**src/verilog/crt_map.svh**
```systemverilog
`ifndef CRT_MAP_SVH
`define CRT_MAP_SVH

// ==================================================
// register offsets
`define CRT_OFS_CTRL 3'h0
`define CRT_OFS_MODE 3'h1
`define CRT_OFS_CNT_LO 3'h2
`define CRT_OFS_CNT_HI 3'h3
`define CRT_OFS_RCAP_LO 3'h4
`define CRT_OFS_RCAP_HI 3'h5
// ==================================================
// control register fields
`define CRT_B_OVF 7
`define CRT_B_EXF 6
`define CRT_B_RXBAUD 5
`define CRT_B_TXBAUD 4
`define CRT_B_EXEN 3
`define CRT_B_RUN 2
`define CRT_B_CTS 1
`define CRT_B_CPRL 0
// mode register fields
`define CRT_B_CLKOE 1
`define CRT_B_DOWN_COUNT_ENABLE 0
// ==================================================
// reset values and count top
`define CRT_RST_BYTE 8'h00
`define CRT_RST_WORD 16'h0000
`define CRT_TOP 16'hFFFF
// ==================================================
// timing counts in oscillator clocks
`define CRT_MC_LEN 4'hC
`define CRT_SAMPLE_PH 4'h9
`define CRT_UPDATE_PH 4'h4
`endif

```
**src/verilog/crt_pkg.sv**
```systemverilog
package crt_pkg;
  typedef enum logic [1:0] {
    CRT_OFF,
    CRT_RELOAD,
    CRT_CAPTURE,
    CRT_BAUD
  } crt_mode_t;
endpackage

```
**src/verilog/crt_phase_if.sv**
```systemverilog
interface crt_phase_if;
  logic sample_stb;
  logic update_stb;
  logic state_stb;
  modport gen (output sample_stb, output update_stb, output state_stb);
  modport use_p (input sample_stb, input update_stb, input state_stb);
endinterface

```
**src/verilog/crt_phase_gen.sv**
```systemverilog
`include "crt_map.svh"
module crt_phase_gen
  import crt_pkg::*;
(
  input wire logic i_mclk,
  input wire logic i_resetn,
  crt_phase_if.gen ph
);
  logic [3:0] phase_r;
  logic [3:0] phase_nxt;
  logic last_ph;

  // ==================================================
  // machine cycle of twelve clocks
  assign last_ph = (phase_r == (`CRT_MC_LEN - 4'h1));
  assign phase_nxt = last_ph ? 4'h0 : phase_r + 4'h1;
  assign ph.sample_stb = (phase_r == `CRT_SAMPLE_PH);
  assign ph.update_stb = (phase_r == `CRT_UPDATE_PH);
  assign ph.state_stb = phase_r[0];

  always_ff @(posedge i_mclk or negedge i_resetn) begin
    if (!i_resetn) begin
      phase_r <= 4'h0;
    end else begin
      phase_r <= phase_nxt;
    end
  end
endmodule

```
**src/verilog/crt_pin_sampler.sv**
```systemverilog
module crt_pin_sampler
  import crt_pkg::*;
#(
  parameter logic IDLE = 1'b1
) (
  input wire logic i_mclk,
  input wire logic i_resetn,
  input wire logic i_pin,
  crt_phase_if.use_p ph,
  output logic o_level,
  output logic o_fall
);
  logic s1_r;
  logic s2_r;
  logic cur_r;
  logic fall_r;

  // ==================================================
  // two-flop sync, one sample per machine cycle
  always_ff @(posedge i_mclk or negedge i_resetn) begin
    if (!i_resetn) begin
      s1_r <= IDLE;
      s2_r <= IDLE;
      cur_r <= IDLE;
      fall_r <= 1'b0;
    end else begin
      s1_r <= i_pin;
      s2_r <= s1_r;
      if (ph.sample_stb) begin
        cur_r <= s2_r;
        fall_r <= cur_r & ~s2_r;
      end
    end
  end

  assign o_level = cur_r;
  assign o_fall = fall_r;
endmodule

```
**src/verilog/crt_timer.sv**
```systemverilog
// The plain strobed port and the register addresses are this design's own decisions.
`include "crt_map.svh"
module crt_timer
  import crt_pkg::*;
(
  input wire logic i_mclk,
  input wire logic i_resetn,
  input wire logic [2:0] i_addr,
  input wire logic [7:0] i_wdata,
  input wire logic i_wr,
  input wire logic i_rd,
  output logic [7:0] o_rdata,
  input wire logic i_count_pin,
  input wire logic i_trig_pin,
  output logic o_timer_irq,
  output logic o_baud_tick,
  output logic o_clock_out
);
  // ==================================================
  // control state
  logic ovf_r;
  logic exf_r;
  logic rxbaud_r;
  logic txbaud_r;
  logic exen_r;
  logic run_r;
  logic cts_r;
  logic cprl_r;
  logic down_count_enable_r;
  logic clkoe_r;
  logic [15:0] cnt_r;
  logic [15:0] cnt_nxt;
  logic [15:0] rcap_r;
  logic [15:0] rcap_nxt;
  logic [7:0] rdata_r;
  logic clk_out_r;
  logic baud_tick_r;
  logic ovf_nxt;
  logic exf_nxt;

  // ==================================================
  // phase strobes and pin samplers
  crt_phase_if ph ();

  crt_phase_gen u_phase (
    .i_mclk(i_mclk),
    .i_resetn(i_resetn),
    .ph(ph.gen)
  );

  logic cnt_fall;
  logic trig_fall;
  logic trig_level;

  crt_pin_sampler #(.IDLE(1'b1)) u_count_pin (
    .i_mclk(i_mclk),
    .i_resetn(i_resetn),
    .i_pin(i_count_pin),
    .ph(ph.use_p),
    .o_level(),
    .o_fall(cnt_fall)
  );

  crt_pin_sampler #(.IDLE(1'b1)) u_trig_pin (
    .i_mclk(i_mclk),
    .i_resetn(i_resetn),
    .i_pin(i_trig_pin),
    .ph(ph.use_p),
    .o_level(trig_level),
    .o_fall(trig_fall)
  );

  // ==================================================
  // register decode
  logic wr_ctrl;
  logic wr_mode;
  logic wr_lo;
  logic wr_hi;
  logic wr_rlo;
  logic wr_rhi;
  assign wr_ctrl = i_wr && (i_addr == `CRT_OFS_CTRL);
  assign wr_mode = i_wr && (i_addr == `CRT_OFS_MODE);
  assign wr_lo = i_wr && (i_addr == `CRT_OFS_CNT_LO);
  assign wr_hi = i_wr && (i_addr == `CRT_OFS_CNT_HI);
  assign wr_rlo = i_wr && (i_addr == `CRT_OFS_RCAP_LO);
  assign wr_rhi = i_wr && (i_addr == `CRT_OFS_RCAP_HI);

  logic [7:0] ctrl_val;
  logic [7:0] mode_val;
  logic [7:0] rd_mux;
  assign ctrl_val = {ovf_r, exf_r, rxbaud_r, txbaud_r,
                     exen_r, run_r, cts_r, cprl_r};
  assign mode_val = {6'h00, clkoe_r, down_count_enable_r};
  assign rd_mux = (i_addr == `CRT_OFS_CTRL) ? ctrl_val :
                  (i_addr == `CRT_OFS_MODE) ? mode_val :
                  (i_addr == `CRT_OFS_CNT_LO) ? cnt_r[7:0] :
                  (i_addr == `CRT_OFS_CNT_HI) ? cnt_r[15:8] :
                  (i_addr == `CRT_OFS_RCAP_LO) ? rcap_r[7:0] :
                  (i_addr == `CRT_OFS_RCAP_HI) ? rcap_r[15:8] :
                  8'h00;

  // ==================================================
  // mode selection
  crt_mode_t mode;
  logic baud;
  logic fast;
  logic updn;
  logic dn;
  assign baud = rxbaud_r | txbaud_r;
  assign mode = !run_r ? CRT_OFF :
                baud ? CRT_BAUD :
                cprl_r ? CRT_CAPTURE : CRT_RELOAD;
  // state-time rate for baud and clock-out timing
  assign fast = baud | (clkoe_r & ~cts_r);
  // up/down only in plain auto-reload
  assign updn = down_count_enable_r & ~baud & ~cprl_r;
  assign dn = updn & ~trig_level;

  // ==================================================
  // count stepping
  logic tick;
  logic step;
  logic at_top;
  logic at_bot;
  logic wrap;
  assign tick = cts_r ? (cnt_fall & ph.update_stb) :
                fast ? ph.state_stb : ph.update_stb;
  assign step = (mode != CRT_OFF) & tick;
  assign at_top = (cnt_r == `CRT_TOP);
  assign at_bot = (cnt_r == rcap_r);
  assign wrap = step & (dn ? at_bot : at_top);

  logic [15:0] wrap_val;
  always_comb begin
    case (mode)
      CRT_RELOAD: wrap_val = dn ? `CRT_TOP : rcap_r;
      CRT_BAUD: wrap_val = rcap_r;
      CRT_CAPTURE: wrap_val = `CRT_RST_WORD;
      default: wrap_val = cnt_r;
    endcase
  end

  // ==================================================
  // trigger pin events
  logic trig;
  logic trig_reload;
  logic trig_capture;
  logic trig_flag;
  assign trig = exen_r & trig_fall & ph.update_stb;
  assign trig_reload = trig & ~cprl_r & ~baud & ~updn;
  assign trig_capture = trig & cprl_r & ~baud;
  assign trig_flag = trig & ~updn;

  logic [15:0] cnt_hw;
  assign cnt_hw = trig_reload ? rcap_r :
                  wrap ? wrap_val :
                  step ? (dn ? cnt_r - 16'h0001 : cnt_r + 16'h0001) :
                  cnt_r;

  // ==================================================
  // flags: hardware set wins over software clear
  logic ovf_set;
  logic exf_tgl;
  assign ovf_set = wrap & ~fast;
  assign exf_tgl = wrap & updn;

  always_comb begin
    ovf_nxt = ovf_r;
    if (ovf_set) begin
      ovf_nxt = 1'b1;
    end else if (wr_ctrl) begin
      ovf_nxt = i_wdata[`CRT_B_OVF];
    end
  end

  always_comb begin
    exf_nxt = exf_r;
    if (trig_flag) begin
      exf_nxt = 1'b1;
    end else if (exf_tgl) begin
      exf_nxt = ~exf_r;
    end else if (wr_ctrl) begin
      exf_nxt = i_wdata[`CRT_B_EXF];
    end
  end

  // ==================================================
  // count and capture-reload next values
  always_comb begin
    cnt_nxt = cnt_hw;
    if (wr_lo) begin
      cnt_nxt = {cnt_r[15:8], i_wdata};
    end else if (wr_hi) begin
      cnt_nxt = {i_wdata, cnt_r[7:0]};
    end
  end

  always_comb begin
    rcap_nxt = rcap_r;
    if (trig_capture) begin
      rcap_nxt = cnt_r;
    end else if (wr_rlo) begin
      rcap_nxt = {rcap_r[15:8], i_wdata};
    end else if (wr_rhi) begin
      rcap_nxt = {i_wdata, rcap_r[7:0]};
    end
  end

  // ==================================================
  // registers
  always_ff @(posedge i_mclk or negedge i_resetn) begin
    if (!i_resetn) begin
      ovf_r <= 1'b0;
      exf_r <= 1'b0;
      rxbaud_r <= 1'b0;
      txbaud_r <= 1'b0;
      exen_r <= 1'b0;
      run_r <= 1'b0;
      cts_r <= 1'b0;
      cprl_r <= 1'b0;
      down_count_enable_r <= 1'b0;
      clkoe_r <= 1'b0;
    end else begin
      ovf_r <= ovf_nxt;
      exf_r <= exf_nxt;
      if (wr_ctrl) begin
        rxbaud_r <= i_wdata[`CRT_B_RXBAUD];
        txbaud_r <= i_wdata[`CRT_B_TXBAUD];
        exen_r <= i_wdata[`CRT_B_EXEN];
        run_r <= i_wdata[`CRT_B_RUN];
        cts_r <= i_wdata[`CRT_B_CTS];
        cprl_r <= i_wdata[`CRT_B_CPRL];
      end
      if (wr_mode) begin
        down_count_enable_r <= i_wdata[`CRT_B_DOWN_COUNT_ENABLE];
        clkoe_r <= i_wdata[`CRT_B_CLKOE];
      end
    end
  end

  always_ff @(posedge i_mclk or negedge i_resetn) begin
    if (!i_resetn) begin
      cnt_r <= `CRT_RST_WORD;
      rcap_r <= `CRT_RST_WORD;
    end else begin
      cnt_r <= cnt_nxt;
      rcap_r <= rcap_nxt;
    end
  end

  // ==================================================
  // read data, baud tick and clock out
  always_ff @(posedge i_mclk or negedge i_resetn) begin
    if (!i_resetn) begin
      rdata_r <= `CRT_RST_BYTE;
      baud_tick_r <= 1'b0;
      clk_out_r <= 1'b0;
    end else begin
      rdata_r <= i_rd ? rd_mux : `CRT_RST_BYTE;
      baud_tick_r <= wrap & baud;
      if (wrap && clkoe_r && !cts_r) begin
        clk_out_r <= ~clk_out_r;
      end
    end
  end

  assign o_rdata = rdata_r;
  assign o_baud_tick = baud_tick_r;
  assign o_clock_out = clk_out_r;
  assign o_timer_irq = ovf_r | (exf_r & ~updn);
endmodule
```
**config.mk**
```make
export PLATFORM = sky130hd
export DESIGN_NAME = crt_timer
export DESIGN_NICKNAME = d
export VERILOG_FILES = /design/src/verilog/crt_pkg.sv /design/src/verilog/crt_phase_if.sv /design/src/verilog/crt_phase_gen.sv /design/src/verilog/crt_pin_sampler.sv /design/src/verilog/crt_timer.sv
export VERILOG_INCLUDE_DIRS = /design/src /design/src/verilog
export SDC_FILE = /design/constraint.sdc
export NUM_CORES = 1
export LEC_CHECK = 0
export BUFFER_PORTS_ARGS = -buffer_cell sky130_fd_sc_hd__buf_2
export CORE_ASPECT_RATIO = 0.6
export CORE_UTILIZATION = 66
export CTS_CLUSTER_SIZE = 12
export DETAILED_ROUTE_END_ITERATION = 8
export PLACE_DENSITY_LB_ADDON = 0.25
export SLEW_MARGIN = 20
export SYNTH_ARGS = -nofsm -noshare
export SYNTH_HDL_FRONTEND = slang
export SYNTH_SLANG_ARGS = --single-unit
```
**constraint.sdc**
```tcl
create_clock -name i_mclk -period 6.98 [get_ports i_mclk]
set_clock_uncertainty 0.05 [all_clocks]
set_input_delay 0.349 -clock i_mclk [delete_from_list [all_inputs] [get_ports i_mclk]]
set_output_delay 0.349 -clock i_mclk [all_outputs]
set_load 0.005 [all_outputs]
```
==> results.txt, run 1 <==
The flow ran to the end, and the final reports show no timing, DRC or antenna violations. The setup check on the worst reg-to-reg path leaves a slack of 3.11 ns. Summed over all layers, the global routing overflow is 0.

For this run, the leading register cell type out of synthesis is dfrtp_1. Port buffer count: 27. The tools report the fmax as 0.2587 GHz.

Traced cell by cell, the critical path runs through or4b_4, nor2_2, a21oi_1, nor3_2, nand4_2, o21a_1, o221ai_1, o21ai_1. The wire length of the first global-routing pass came out at 21.89 mm. Data on the critical path arrives at its endpoint at 4.06 ns.

TritonCTS built the clock tree. Broken down by cell family, the worst path's largest delay share belongs to simple AND/OR/NAND/NOR gates. The classification of the worst setup path was register to register. In the final routing, the length of wire on met1 measures 5.728 mm. For this design the static power due to leakage is 1.948 nW.

Among all stages on the critical path, the largest delay is contributed by or4b_4. The final-report max-slew violation count was 0. The logs give 0.37 ns for the clock insertion delay at the later pin of the skew report and 0.6620 mW for the switching component of the power.

The logs give 9.580 mm for the placed wire-length estimate and 0.004483 mm^2 for the post-detailed-placement cell area. After detailed routing, the number of remaining DRC violations is 0. The origin of the critical flop-to-flop path was txbaud_r.

The tools report the endpoint of the lowest-slack register-to-register path as cnt_r[13]. After floorplanning, the core was divided into 22 placement rows. The logs give 0.8756 mW for the internal power consumption and 0.9926 for the final estimated routing congestion in global placement. The number of resized instances in the post-cts repair step is 0, and the cell count after synthesis is 501.

For this run, the register share of the synthesized area comes to 36.95%. Across all layers, the routed design uses 4282 vias. The placed instance count is 579. The tools report the maximum root-to-sink buffer count as 2. With fillers left out, the area of the finished cells amounts to 0.004715 mm^2.

The placeable core region was 0.006248 mm^2; the share of total power in the clock network was 24.0%. The top fanout value on the critical path was 19. For the worst-case headroom to the max-slew limit, the log shows 45.13%.

The tools report the initial antenna violation count as 0. The worst hold path belongs to the class primary input to register. For the number of nets with antenna violations after routing, the log shows 0. The cell area that synthesis handed to floorplanning was 0.004354 mm^2. In the final timing run, aggregate negative setup slack is 0 ns.

Data on the critical path is required at its endpoint by 7.18 ns. The highest routed metal layer is met4. Depth of the worst register-to-register path: 8. In the layout the commonest cells are 58 x dfrtp_1, 45 x o21ai_0, 40 x nand2_1.

The first routing iteration left 734 violations. The number of nets handed over by synthesis was 522. The worst hold path begins at i_trig_pin. The tools report the critical path launch point type as a register.

0 antenna diodes ended up in the layout. The number of cells on the worst hold path came out at 1. At the pin with the least slew margin, the transition time is 0.8231 ns. Summed over all nets, wire length on met3 after detailed routing comes to 2.045 mm. The number of clock buffers inserted by TritonCTS was 9; the total length of routed wires was 13.81 mm. Dividing the detail-routed wire length by the instance count gives 23.21 um. Setup repair after global routing left no endpoint under its margin. The number of optimization iterations in the first detailed-route pass came out at 6.

Of the cells placed in the final design, the portion with a size suffix greater than 1 is 16.05%. The routed design uses 5.770 mm of met2 wire. Flip-flop and latch count after synthesis: 64. In this run, synthesis inferred 0 flip-flops with an integrated enable.

The die boundary height is 64.92 um, and the combined global-route utilization of all metal layers is 42.94%. The TritonCTS sink count was 64. The kind of end point of the critical path was a register.

Dividing the synthesized area by the synthesized cell count gives 8.691 um^2. Across the run, the number of max-cap violations was 0. Combinational logic is responsible for 30.8% of the overall power. Final cell count without fillers: 595.

The area of the die was 0.006937 mm^2. The via count of the first global-routing pass is 3995, and the fraction of registers with async set/reset is 100.0%. The H-tree was split into 3 levels. Entering global routing, the biggest net connects 65 pins. In this run the worst setup path terminates at cnt_r[13]. The critical path contains buffers and inverters numbering 0 combined.

The Yosys step of the flow raised 0 warnings. The minimum clock period after layout was 3.866 ns. The sequential share of power is 45.2%, and the buffers inserted during post-CTS setup optimization is 0. The area growth from synthesis to layout was 8.276%.

Dividing total power by cell area gives a power density of 326.2 mW/mm^2. The delay of the slowest cell on the worst path is 0.67 ns, and the final worst hold slack is 0.03192 ns. Leading cell type in the layout, fill and taps excluded: dfrtp_1.

After clock tree synthesis, the clock-pin slew on the worst setup and hold paths is 0.08 ns. The number of endpoints with negative hold slack in the final report was 0. In this run the horizontal extent of the chip is 106.9 um. The final layout contains 527 nets. The number of top-level design ports is 28, and the maximum VDD drop is 197.1 uV. The netlist uses 63 different library cells.

Of the available clock period, the critical path in the final layout requires 55.39%. Dividing the detail-routed via count by the number of cells gives 7.197. The total of hold buffers inserted after clock tree synthesis was 0; the switching share of power was 43.05%. The tools report the initial core utilization as 69.68%. The buffer cell driving the clock tree root was clkbuf_8. The path length in cells of the critical path came out at 8.

Setup violations remaining at the end of the flow were counted as 0. The critical path starts at txbaud_r.
-- how the worst min path moves through the flow --
| stage | endpoint | slack [ns] |
|---|---|---|
| 2_1_floorplan | clkoe_r | 0.003 |
| 3_3_place_gp | u_trig_pin.s2_r | 0.30 |
| 3_5_place_dp | u_count_pin.s2_r | 0.30 |
| 4_1_cts | u_trig_pin.s1_r | 0.02 |
| 5_1_grt | u_trig_pin.s1_r | 0.02 |
| 6_report | u_trig_pin.s1_r | 0.03 |
-- metal layers --
layer | global-route usage, % | up-vias
li1 | - | 1854
met1 | 60.87 | 2037
met2 | 60.97 | 354
met3 | 16.00 | 37
met4 | 12.50 | 0
met5 | 0 | -
-- kinds of logic after synthesis --
family                   after synthesis  share of synthesized area, %
multiplexers                          46                         11.26
flip-flops                            64                         36.95
buffers and inverters                 52                         4.741
AO/OA/AOI/OAI                        141                         20.92
adder cells (fa/ha/maj)                4                         1.149
XOR/XNOR                              20                         4.023
AND/OR/NAND/NOR                      174                         20.95
-- through the flow --
step / utilization (%) / power [mW] / worst slack, ns
detailed placement: 71.75 / 1.135 / 3.048
CTS: 75.37 / 1.506 / 3.047
finish: 75.45 / 1.538 / 3.114
floorplan: - / 0.9626 / 3.768
global placement: 71.75 / 1.115 / 3.135
global route: 75.45 / 1.604 / 2.903
-- area by class of cell --
cell class	instances	area (um^2)
repair buffers	32	172.7
clock buffers	9	123.9
well taps	84	105.1
inverters	14	52.55
clock inverters	7	102.6
multi-input cells	385	2549
flip-flops and latches	64	1609
fillers	446	1534
-- Yosys cell counts (2+ instances only) --
cell type  instances  area, um^2
a211oi_1           4       30.03
a21o_1             2       15.01
a21oi_1           21       105.1
a221o_1            2       20.02
a22o_1             2       17.52
a22oi_1           13       97.59
a31o_2             2       17.52
a31oi_1            7       43.79
and2_1            10       62.56
and3_1             7       43.79
buf_1              7       26.28
buf_2              3       15.01
clkbuf_1          27       101.4
dfrtp_1           58        1451
dfstp_2            6       157.7
ha_1               4       50.05
inv_1             14       52.55
mux2_2            14       157.7
mux2i_1           31       310.3
nand2_1           40       150.1
nand2b_1           9       56.30
nand3_1           18       90.09
nand3b_1           3       22.52
nand4_1           10       62.56
nand4b_1           2       17.52
nor2_1            29       108.9
nor2b_1            5       31.28
nor3_1            17       85.08
nor3b_1            3       22.52
nor4_1             6       37.54
o211a_1            2       20.02
o211ai_1           2       15.01
o21a_1             2       15.01
o21ai_0           45       225.2
o21ai_1            4       20.02
o221ai_1           5       43.79
o22ai_1           14       87.58
o2bb2ai_1          2       17.52
o31ai_1            2       15.01
o32a_1             2       20.02
or3_1              3       18.77
or4_1              3       22.52
xnor2_1           12       105.1
xor2_1             8       70.07
-- state kept, by name, indices dropped and copies added, names as in the netlist, 4 cells and up --
name / count
o_rdata: 8
rcap_r: 16
cnt_r: 16
u_phase.phase_r: 4
-- power groups by stage --
stage,Sequential [mW],Clock (mW),Combinational [mW]
after global placement,0.675,0,0.439
after detailed placement,0.681,0,0.454
after CTS,0.675,0.373,0.458
after floorplan,0.522,0,0.441
after global routing,0.700,0.389,0.514
final,0.695,0.368,0.474
(Power assumes the default switching activity.)
==> inputs of run 2 (changes only) <==
CORE_UTILIZATION = 61   (was 66)
clock period = 4 ns   (was 6.98 ns; I/O delays follow)
==> results.txt, run 2 (synthesis results as in run 1) <==
The flow ran to the end, but the final reports show violations. The final reports fail on design-rule violations. The final setup violation count is 0.

In the routed layout, each cell is associated on average with a via count of 7.038. The worst-case headroom to the max-slew limit is 47.11%, and the final estimated routing congestion in global placement is 0.9901. The transition at the pin with the smallest max-transition slack was 0.7933 ns; the maximum level of the CTS H-tree was 3. The number of optimization iterations in the first detailed-route pass was 8. The register-to-register setup slack is 0.45 ns.

In the layout the commonest cells are 58 x dfrtp_1, 45 x o21ai_0, 40 x nand2_1. For the via count of the first global-routing pass, the log shows 3822. The worst setup path is captured at a register. Setup repair after global routing left no endpoint under its margin. The number of vias after detailed routing is 4258, and the post-route setup TNS is 0 ns. The worst register-to-register path begins at txbaud_r. The depth of the worst register-to-register path is 12, and the global routing met1 resource utilization is 58.32%.

The run gives 0 as the count of max-cap constraint violations. In this run the clock root is driven by a clkbuf_16. The tools report the diode insertion count for antenna repair as 0. For the worst setup path, the data required time is 4.16 ns. The run gives 64 as the TritonCTS sink count.

Measured along the x axis, the die boundary spans 111.1 um. The total power per unit cell area came out at 566.3 mW/mm^2. Once the clock tree was built, the setup fixing pass inserted 0 buffers. Summing all multi-input logic gate instances after layout gives 0.002554 mm^2. The final critical path takes up 88.80% of the cycle. With fillers left out, the area of the finished cells amounts to 0.004818 mm^2. The run gives 2 as the maximum root-to-sink buffer count.

Clock-pin slew was measured on the worst setup and hold paths at 0.06 ns. In this run, CTS created clock tree buffers numbering 9. Global routing finished with a remaining overflow of 0. The final standard cell utilization of the core came out at 70.95%.

Class of the tightest hold or removal check: primary input to register. The run gives 39.57% as the combined global-route utilization of all metal layers. The floorplan step set the die height to 67.45 um. The run gives 9.919 mm as the placed wire-length estimate. The placeable core region was 0.006792 mm^2; the filler cell count in the final layout was 536. The run gives 0 as the initial antenna violation count.

The first global-routing pass estimated 21.64 mm of wire. The area growth from synthesis to layout came out at 10.66%. Summing all placed instances gives a cell area of 0.004527 mm^2. The leading cell type in the layout, fill and taps excluded is dfrtp_1. VDD sags by at most 387.2 uV. The die covers 0.007491 mm^2.

In this run the worst setup path begins at txbaud_r. The delay of the slowest cell on the worst path works out to 0.66 ns. The top fanout value on the critical path was 13; the global routing usage on met2 was 55.74%. STA classifies the critical path startpoint as a register.

The run gives 3.71 ns as the data arrival time of the critical path. In the final layout, the share of cells above drive strength 1 is 16.22%. The sequential cells in the finished layout cover a total of 0.001609 mm^2. For this run, the post-layout net count is 534.

The floorplan has 23 rows. For met3 alone, demand over resource in global routing was 12.30%. The minimum clock period after layout came out at 3.552 ns.

The run gives 611 as the initial DRC count. The layer carrying the most global-route usage was met1. The critical path goes through or4b_4, or2_0, xnor2_1, ha_1, nand3_1, nor2_1, nand3_1, inv_1, a31oi_1, xnor2_1, a211oi_1, nor3_1.

Fmax: 0.2815 GHz. The run gives 14.06 mm as the total length of routed wires. The analysis attributes to cell leakage a power of 1.991 nW. The detail route stage leaves a number of antenna-violating nets equal to 0. Power comes to 2.729 mW. TritonCTS built the clock tree.

The routed wirelength normalized by instance count works out to 23.25 um. The tools report the number of endpoints with negative hold slack in the final report as 0. Cell with the largest stage delay on the worst path: or4b_4. Classification of the worst setup path: register to register. The port buffer count was 27. 28 I/O pins were placed.

The logs give 0.34 ns for the clock insertion delay at the later pin of the skew report and 34 for the largest net degree at the start of global routing. The endpoint of the lowest-slack register-to-register path is cnt_r[8]. The tools report the initial core utilization as 64.11%. The last element of the critical path is cnt_r[8]. The run gives 0 as the final-report max-slew violation count.

In the routed design, unresolved DRC markers number 6.
==> run 2: cell count changes in the layout (fill, tap and decap cells not counted) <==
cell,before,now
or2_0,0,1
buf_4,5,9
inv_6,2,0
clkinvlp_4,1,2
clkinv_2,0,2
nor3_1,16,15
nor3_2,2,3
clkbuf_8,9,0
or2_1,1,0
clkbuf_16,0,9
clkinv_4,2,0
clkbuf_1,0,3
dlygate4sd3_1,0,3
bufinv_16,2,0
==> run 2: cell type report <==
type | count | area share [%]
Multi-Input combinational cell | 385 | 53.00
Sequential cell | 64 | 33.39
Clock inverter | 4 | 0.5193
Clock buffer | 12 | 4.908
Timing Repair Buffer | 39 | 4.830
Inverter | 14 | 1.091
Tap cell | 87 | 2.259
==> run 2: worst max-delay path: cells and delay by family, from the launching register on <==
kind	cells	cell delay [ns]
DFF	1	0.43
buffers and inverters	1	0.11
xor gates and xnor gates	2	0.39
adders and majority gates	1	0.26
and+or+nand+nor	6	1.79
AOI/OAI and AO/OA	2	0.40
==> run 2: power breakdown <==
part	internal, mW	switching, mW
Sequential	0.796	0.398
Combinational	0.384	0.448
Clock	0.417	0.285
==> run 2: what timing repair did <==
item / CTS / global route
hold buffers: 3 / 0
endpoints found under the hold margin: 31 / 0
gates resized for setup: 0 / 0
==> run 2: layer usage <==
metal | part of all wire, % | vias up
li1 | - | 1875
met1 | 44 | 2057
met2 | 41 | 294
met3 | 13 | 32
met4 | 2.0 | 0
met5 | 0 | -
==> run 2: how the worst min path moves through the flow <==
stage / start / endpoint / cells after the start
finish: i_rd / o_rdata[0] / 3
global placement: i_count_pin / u_count_pin.s1_r / 1
CTS: i_rd / o_rdata[0] / 3
global route: i_wdata[2] / run_r / 2
floorplan: i_resetn / clkoe_r / 0
detailed placement: i_trig_pin / u_trig_pin.s1_r / 1
==> run 2: metrics by stage <==
stage	setup slack [ns]	hold WS (ns)	cells
floorplan	0.7883	-0.1456	501
global placement	0.6718	0.2557	586
detailed placement	0.5466	0.2618	586
CTS	0.5205	0.1284	605
global route	0.1901	0.1417	605
finish	0.4481	0.1354	605
==> inputs of run 3 (changes only) <==
CORE_UTILIZATION = 58   (was 61)
SYNTH_HIERARCHICAL = 1   (was unset)
==> results.txt, run 3 <==
Depth of the worst register-to-register path: 11. Synthesis produced 525 cells. The via count of the first global-routing pass was 4265. For this run, the slowest stage of the critical path takes 0.74 ns.

The clock reaches the later pin of the worst-skew pair after 0.35 ns. By instance count, the leading cell after synthesis is dfrtp_1. The library cell used most frequently in the layout, excluding fill and tap cells, is dfrtp_1. Dividing the detail-routed wire length by the instance count gives 24.79 um. Among all stages on the critical path, the largest delay is contributed by dfstp_2.

The biggest area contributor in the post-synthesis netlist is dfrtp_1. The tools report the fmax as 0.2934 GHz. Yosys attributes the largest share of cell area to dfrtp_1 32%, mux2i_1 6.8%, a21oi_1 3.8%, a22oi_1 3.8%, dfstp_2 3.4%. Number of nets with antenna violations after routing: 0.

Data arrives at the worst endpoint at 3.63 ns. Of the available clock period, the critical path in the final layout requires 85.22%. The run gives 0 as the total grt overflow. Port buffering added 27 buffers. The congestion estimate from routability-driven global placement came to 1.008.

The most used flip-flop cell after synthesis is dfrtp_1. The worst-case headroom to the max-slew limit is 44.34%, and the number of vias after detailed routing is 4698. The initial utilization of the core area, before any placement, comes to 61.48%. After routing the design area is 0.005080 mm^2.

The flip-flop and latch count after synthesis is 64, and the number of enable-type register cells in the synthesized netlist is 0. During I/O placement, the number of pins put on the boundary was 28. The transition at the pin with the smallest max-transition slack came out at 0.8138 ns. Yosys printed 6 warnings. The floorplan step defined a core boundary enclosing 0.007477 mm^2.

Measured along the x axis, the die boundary spans 116.9 um. Once routing completed, OpenROAD measured the worst setup slack at 0.5911 ns. The via density per instance works out to 7.295. In the final layout, flip-flops and latches occupy 0.001609 mm^2. For this run, the post-layout net count is 556. The initial antenna violation count came out at 0. After the first detailed-routing iteration, the DRC count stood at 830. The critical path launch point type was a register. The diode insertion count for antenna repair is 0. For this design the ratio of total power to cell area is 591.2 mW/mm^2. Global routing used 40.78% of the available tracks across all layers. By startpoint and endpoint, the worst setup path is classified as register to register.

The run gives 64 as the TritonCTS sink count. In the final layout, the multi-input gates occupy 0.002748 mm^2. For the worst setup path, the data required time is 4.22 ns. CTS built an H-tree with a depth of 3. The worst register-to-register path ends at cnt_r[14]. Clock tree synthesis selected as its root buffer the cell clkbuf_16. The run finished with clean final reports.

The number of endpoints with negative hold slack in the final report was 0; the clock-pin slew on the worst setup and hold paths was 0.06 ns. The tools report the area of the die as 0.008297 mm^2. The leakage power is 2.158 nW, and the distinct cell type count after synthesis is 68.

The first detailed-routing pass took 6 iterations. The total length of routed wires is 15.96 mm. The HPWL after detailed placement is 11.26 mm. TritonCTS built the clock tree. The tools report the worst slack at placement as 0.8838 ns. The run gives 24.44 mm as the wire length of the first global-routing pass. Summing internal, switching and leakage power gives 3.003 mW. Register-to-register setup slack: 0.59 ns. The mapped netlist covers 0.004597 mm^2. The class of the tightest hold or removal check was primary input to register. Walking the worst path, the cells encountered are clkinv_1, nand2_1, xnor2_1, ha_1, nand2_1, a2111oi_0, a21oi_1, mux2i_1, xnor2_1, o21ai_0, o21ai_1. The run gives 485.6 uV as the maximum VDD drop. In the final timing run, aggregate negative setup slack is 0 ns.

The run gives 0 as the final-report max-slew violation count. Counting every net in the synthesized netlist gives 546. After synthesis, flip-flops and latches occupy 35.00% of the total area. The area share of the largest cell type after synthesis came out at 31.57%. Leaving out fill and tap cells, the most frequent cells in the layout are 58 x dfrtp_1, 35 x nor2_1, 35 x a21oi_1. The minimum clock period after layout works out to 3.409 ns.

The die boundary height is 70.96 um. The tools report the final setup violation count as 0. The tools report the kind of end point of the critical path as a register. The per-instance average area after synthesis was 8.756 um^2; the maximum root-to-sink buffer count was 2. The tools report the origin of the critical flop-to-flop path as u_trig_pin/o_level.

Buffers inserted during clock tree synthesis total 9. The critical path ends at cnt_r[14]. The logs give 24 for the number of standard-cell rows in the floorplan and 0 for the count of max-cap constraint violations.

The tools report the remaining design rule violation count as 0. The fraction of layout instances using a drive strength above 1 was 16.67%. Entering global routing, the biggest net connects 46 pins. From synthesis to final layout, the design area changed by 10.51%. The top fanout value on the critical path was 16. For the number of resized instances in the post-cts repair step, the log shows 0.

In the synthesized netlist the async set-or-reset flop fraction comes to 100.0%. The buffers inserted during post-CTS setup optimization came out at 0. Setup repair after global routing left no endpoint under its margin.

The run gives 599 as the filler cell count in the final layout. The placed instances occupy a cell area of 0.004760 mm^2. The most critical setup path has its startpoint at u_trig_pin/o_level. The commonest cells after synthesis are 58 x dfrtp_1, 35 x a21oi_1, 35 x nor2_1.
[run 3: report_power, final]
part | leakage (nW) | internal (mW) | switching [mW]
Sequential | 0.782 | 0.799 | 0.406
Clock | 0.135 | 0.431 | 0.334
Combinational | 1.24 | 0.448 | 0.587
[run 3: routing by layer]
| layer | GRT usage (%) | share of wire [%] | vias up |
|---|---|---|---|
| met5 | 0 | 0 | - |
| met4 | 12.10 | 2.5 | 0 |
| met3 | 16.20 | 15 | 49 |
| met2 | 53.85 | 39 | 406 |
| met1 | 60.57 | 43 | 2254 |
| li1 | - | - | 1989 |
[run 3: cells by family after synthesis]
group | count (synthesis) | share of synthesized area, %
DFF | 64 | 35.00
xor gates and xnor gates | 19 | 3.620
and+or+nand+nor | 177 | 21.48
adders and majority gates | 4 | 1.089
buffers and inverters | 59 | 5.253
muxes | 45 | 10.83
AOI/OAI and AO/OA | 157 | 22.73
[run 3: repair_timing]
action                                 4_1_cts  5_1_grt
setup endpoints to repair                    0        0
hold buffers                                 2        1
endpoints found under the hold margin        2       44
[run 3: worst min path at each step]
stage,startpoint,end,cells past startpoint
final,i_wdata[3],cnt_r[11],3
after global routing,i_wdata[3],exen_r,2
after CTS,i_resetn,o_clock_out,1
after detailed placement,i_count_pin,u_count_pin/s1_r,1
after global placement,i_count_pin,u_count_pin/s1_r,1
after floorplan,i_resetn,clkoe_r,0
[run 3: cell type report]
cell class	count	share of cell area [%]
Clock buffer	9	4.433
Clock inverter	7	1.207
Inverter	19	1.404
Multi-Input combinational cell	402	54.09
Sequential cell	64	31.67
Tap cell	104	2.562
Timing Repair Buffer	39	4.631
[run 3: metrics by stage]
stage          hold WS (ns)  util (%)  instances
2_1_floorplan       -0.1456         -        525
3_3_place_gp         0.2547     63.65        625
3_5_place_dp         0.2561     63.65        625
4_1_cts             0.05843     67.75        643
5_1_grt              0.1317     67.94        644
6_report             0.1203     67.94        644
[run 3: critical path: cells and delay by family (launching register included)]
kind,cells,cell delay (ns)
buffers and inverters,1,0.37
and+or+nand+nor,2,0.31
AOI/OAI and AO/OA,4,1.13
xor gates and xnor gates,2,0.27
adders and majority gates,1,0.24
muxes,1,0.22
DFF,1,0.74
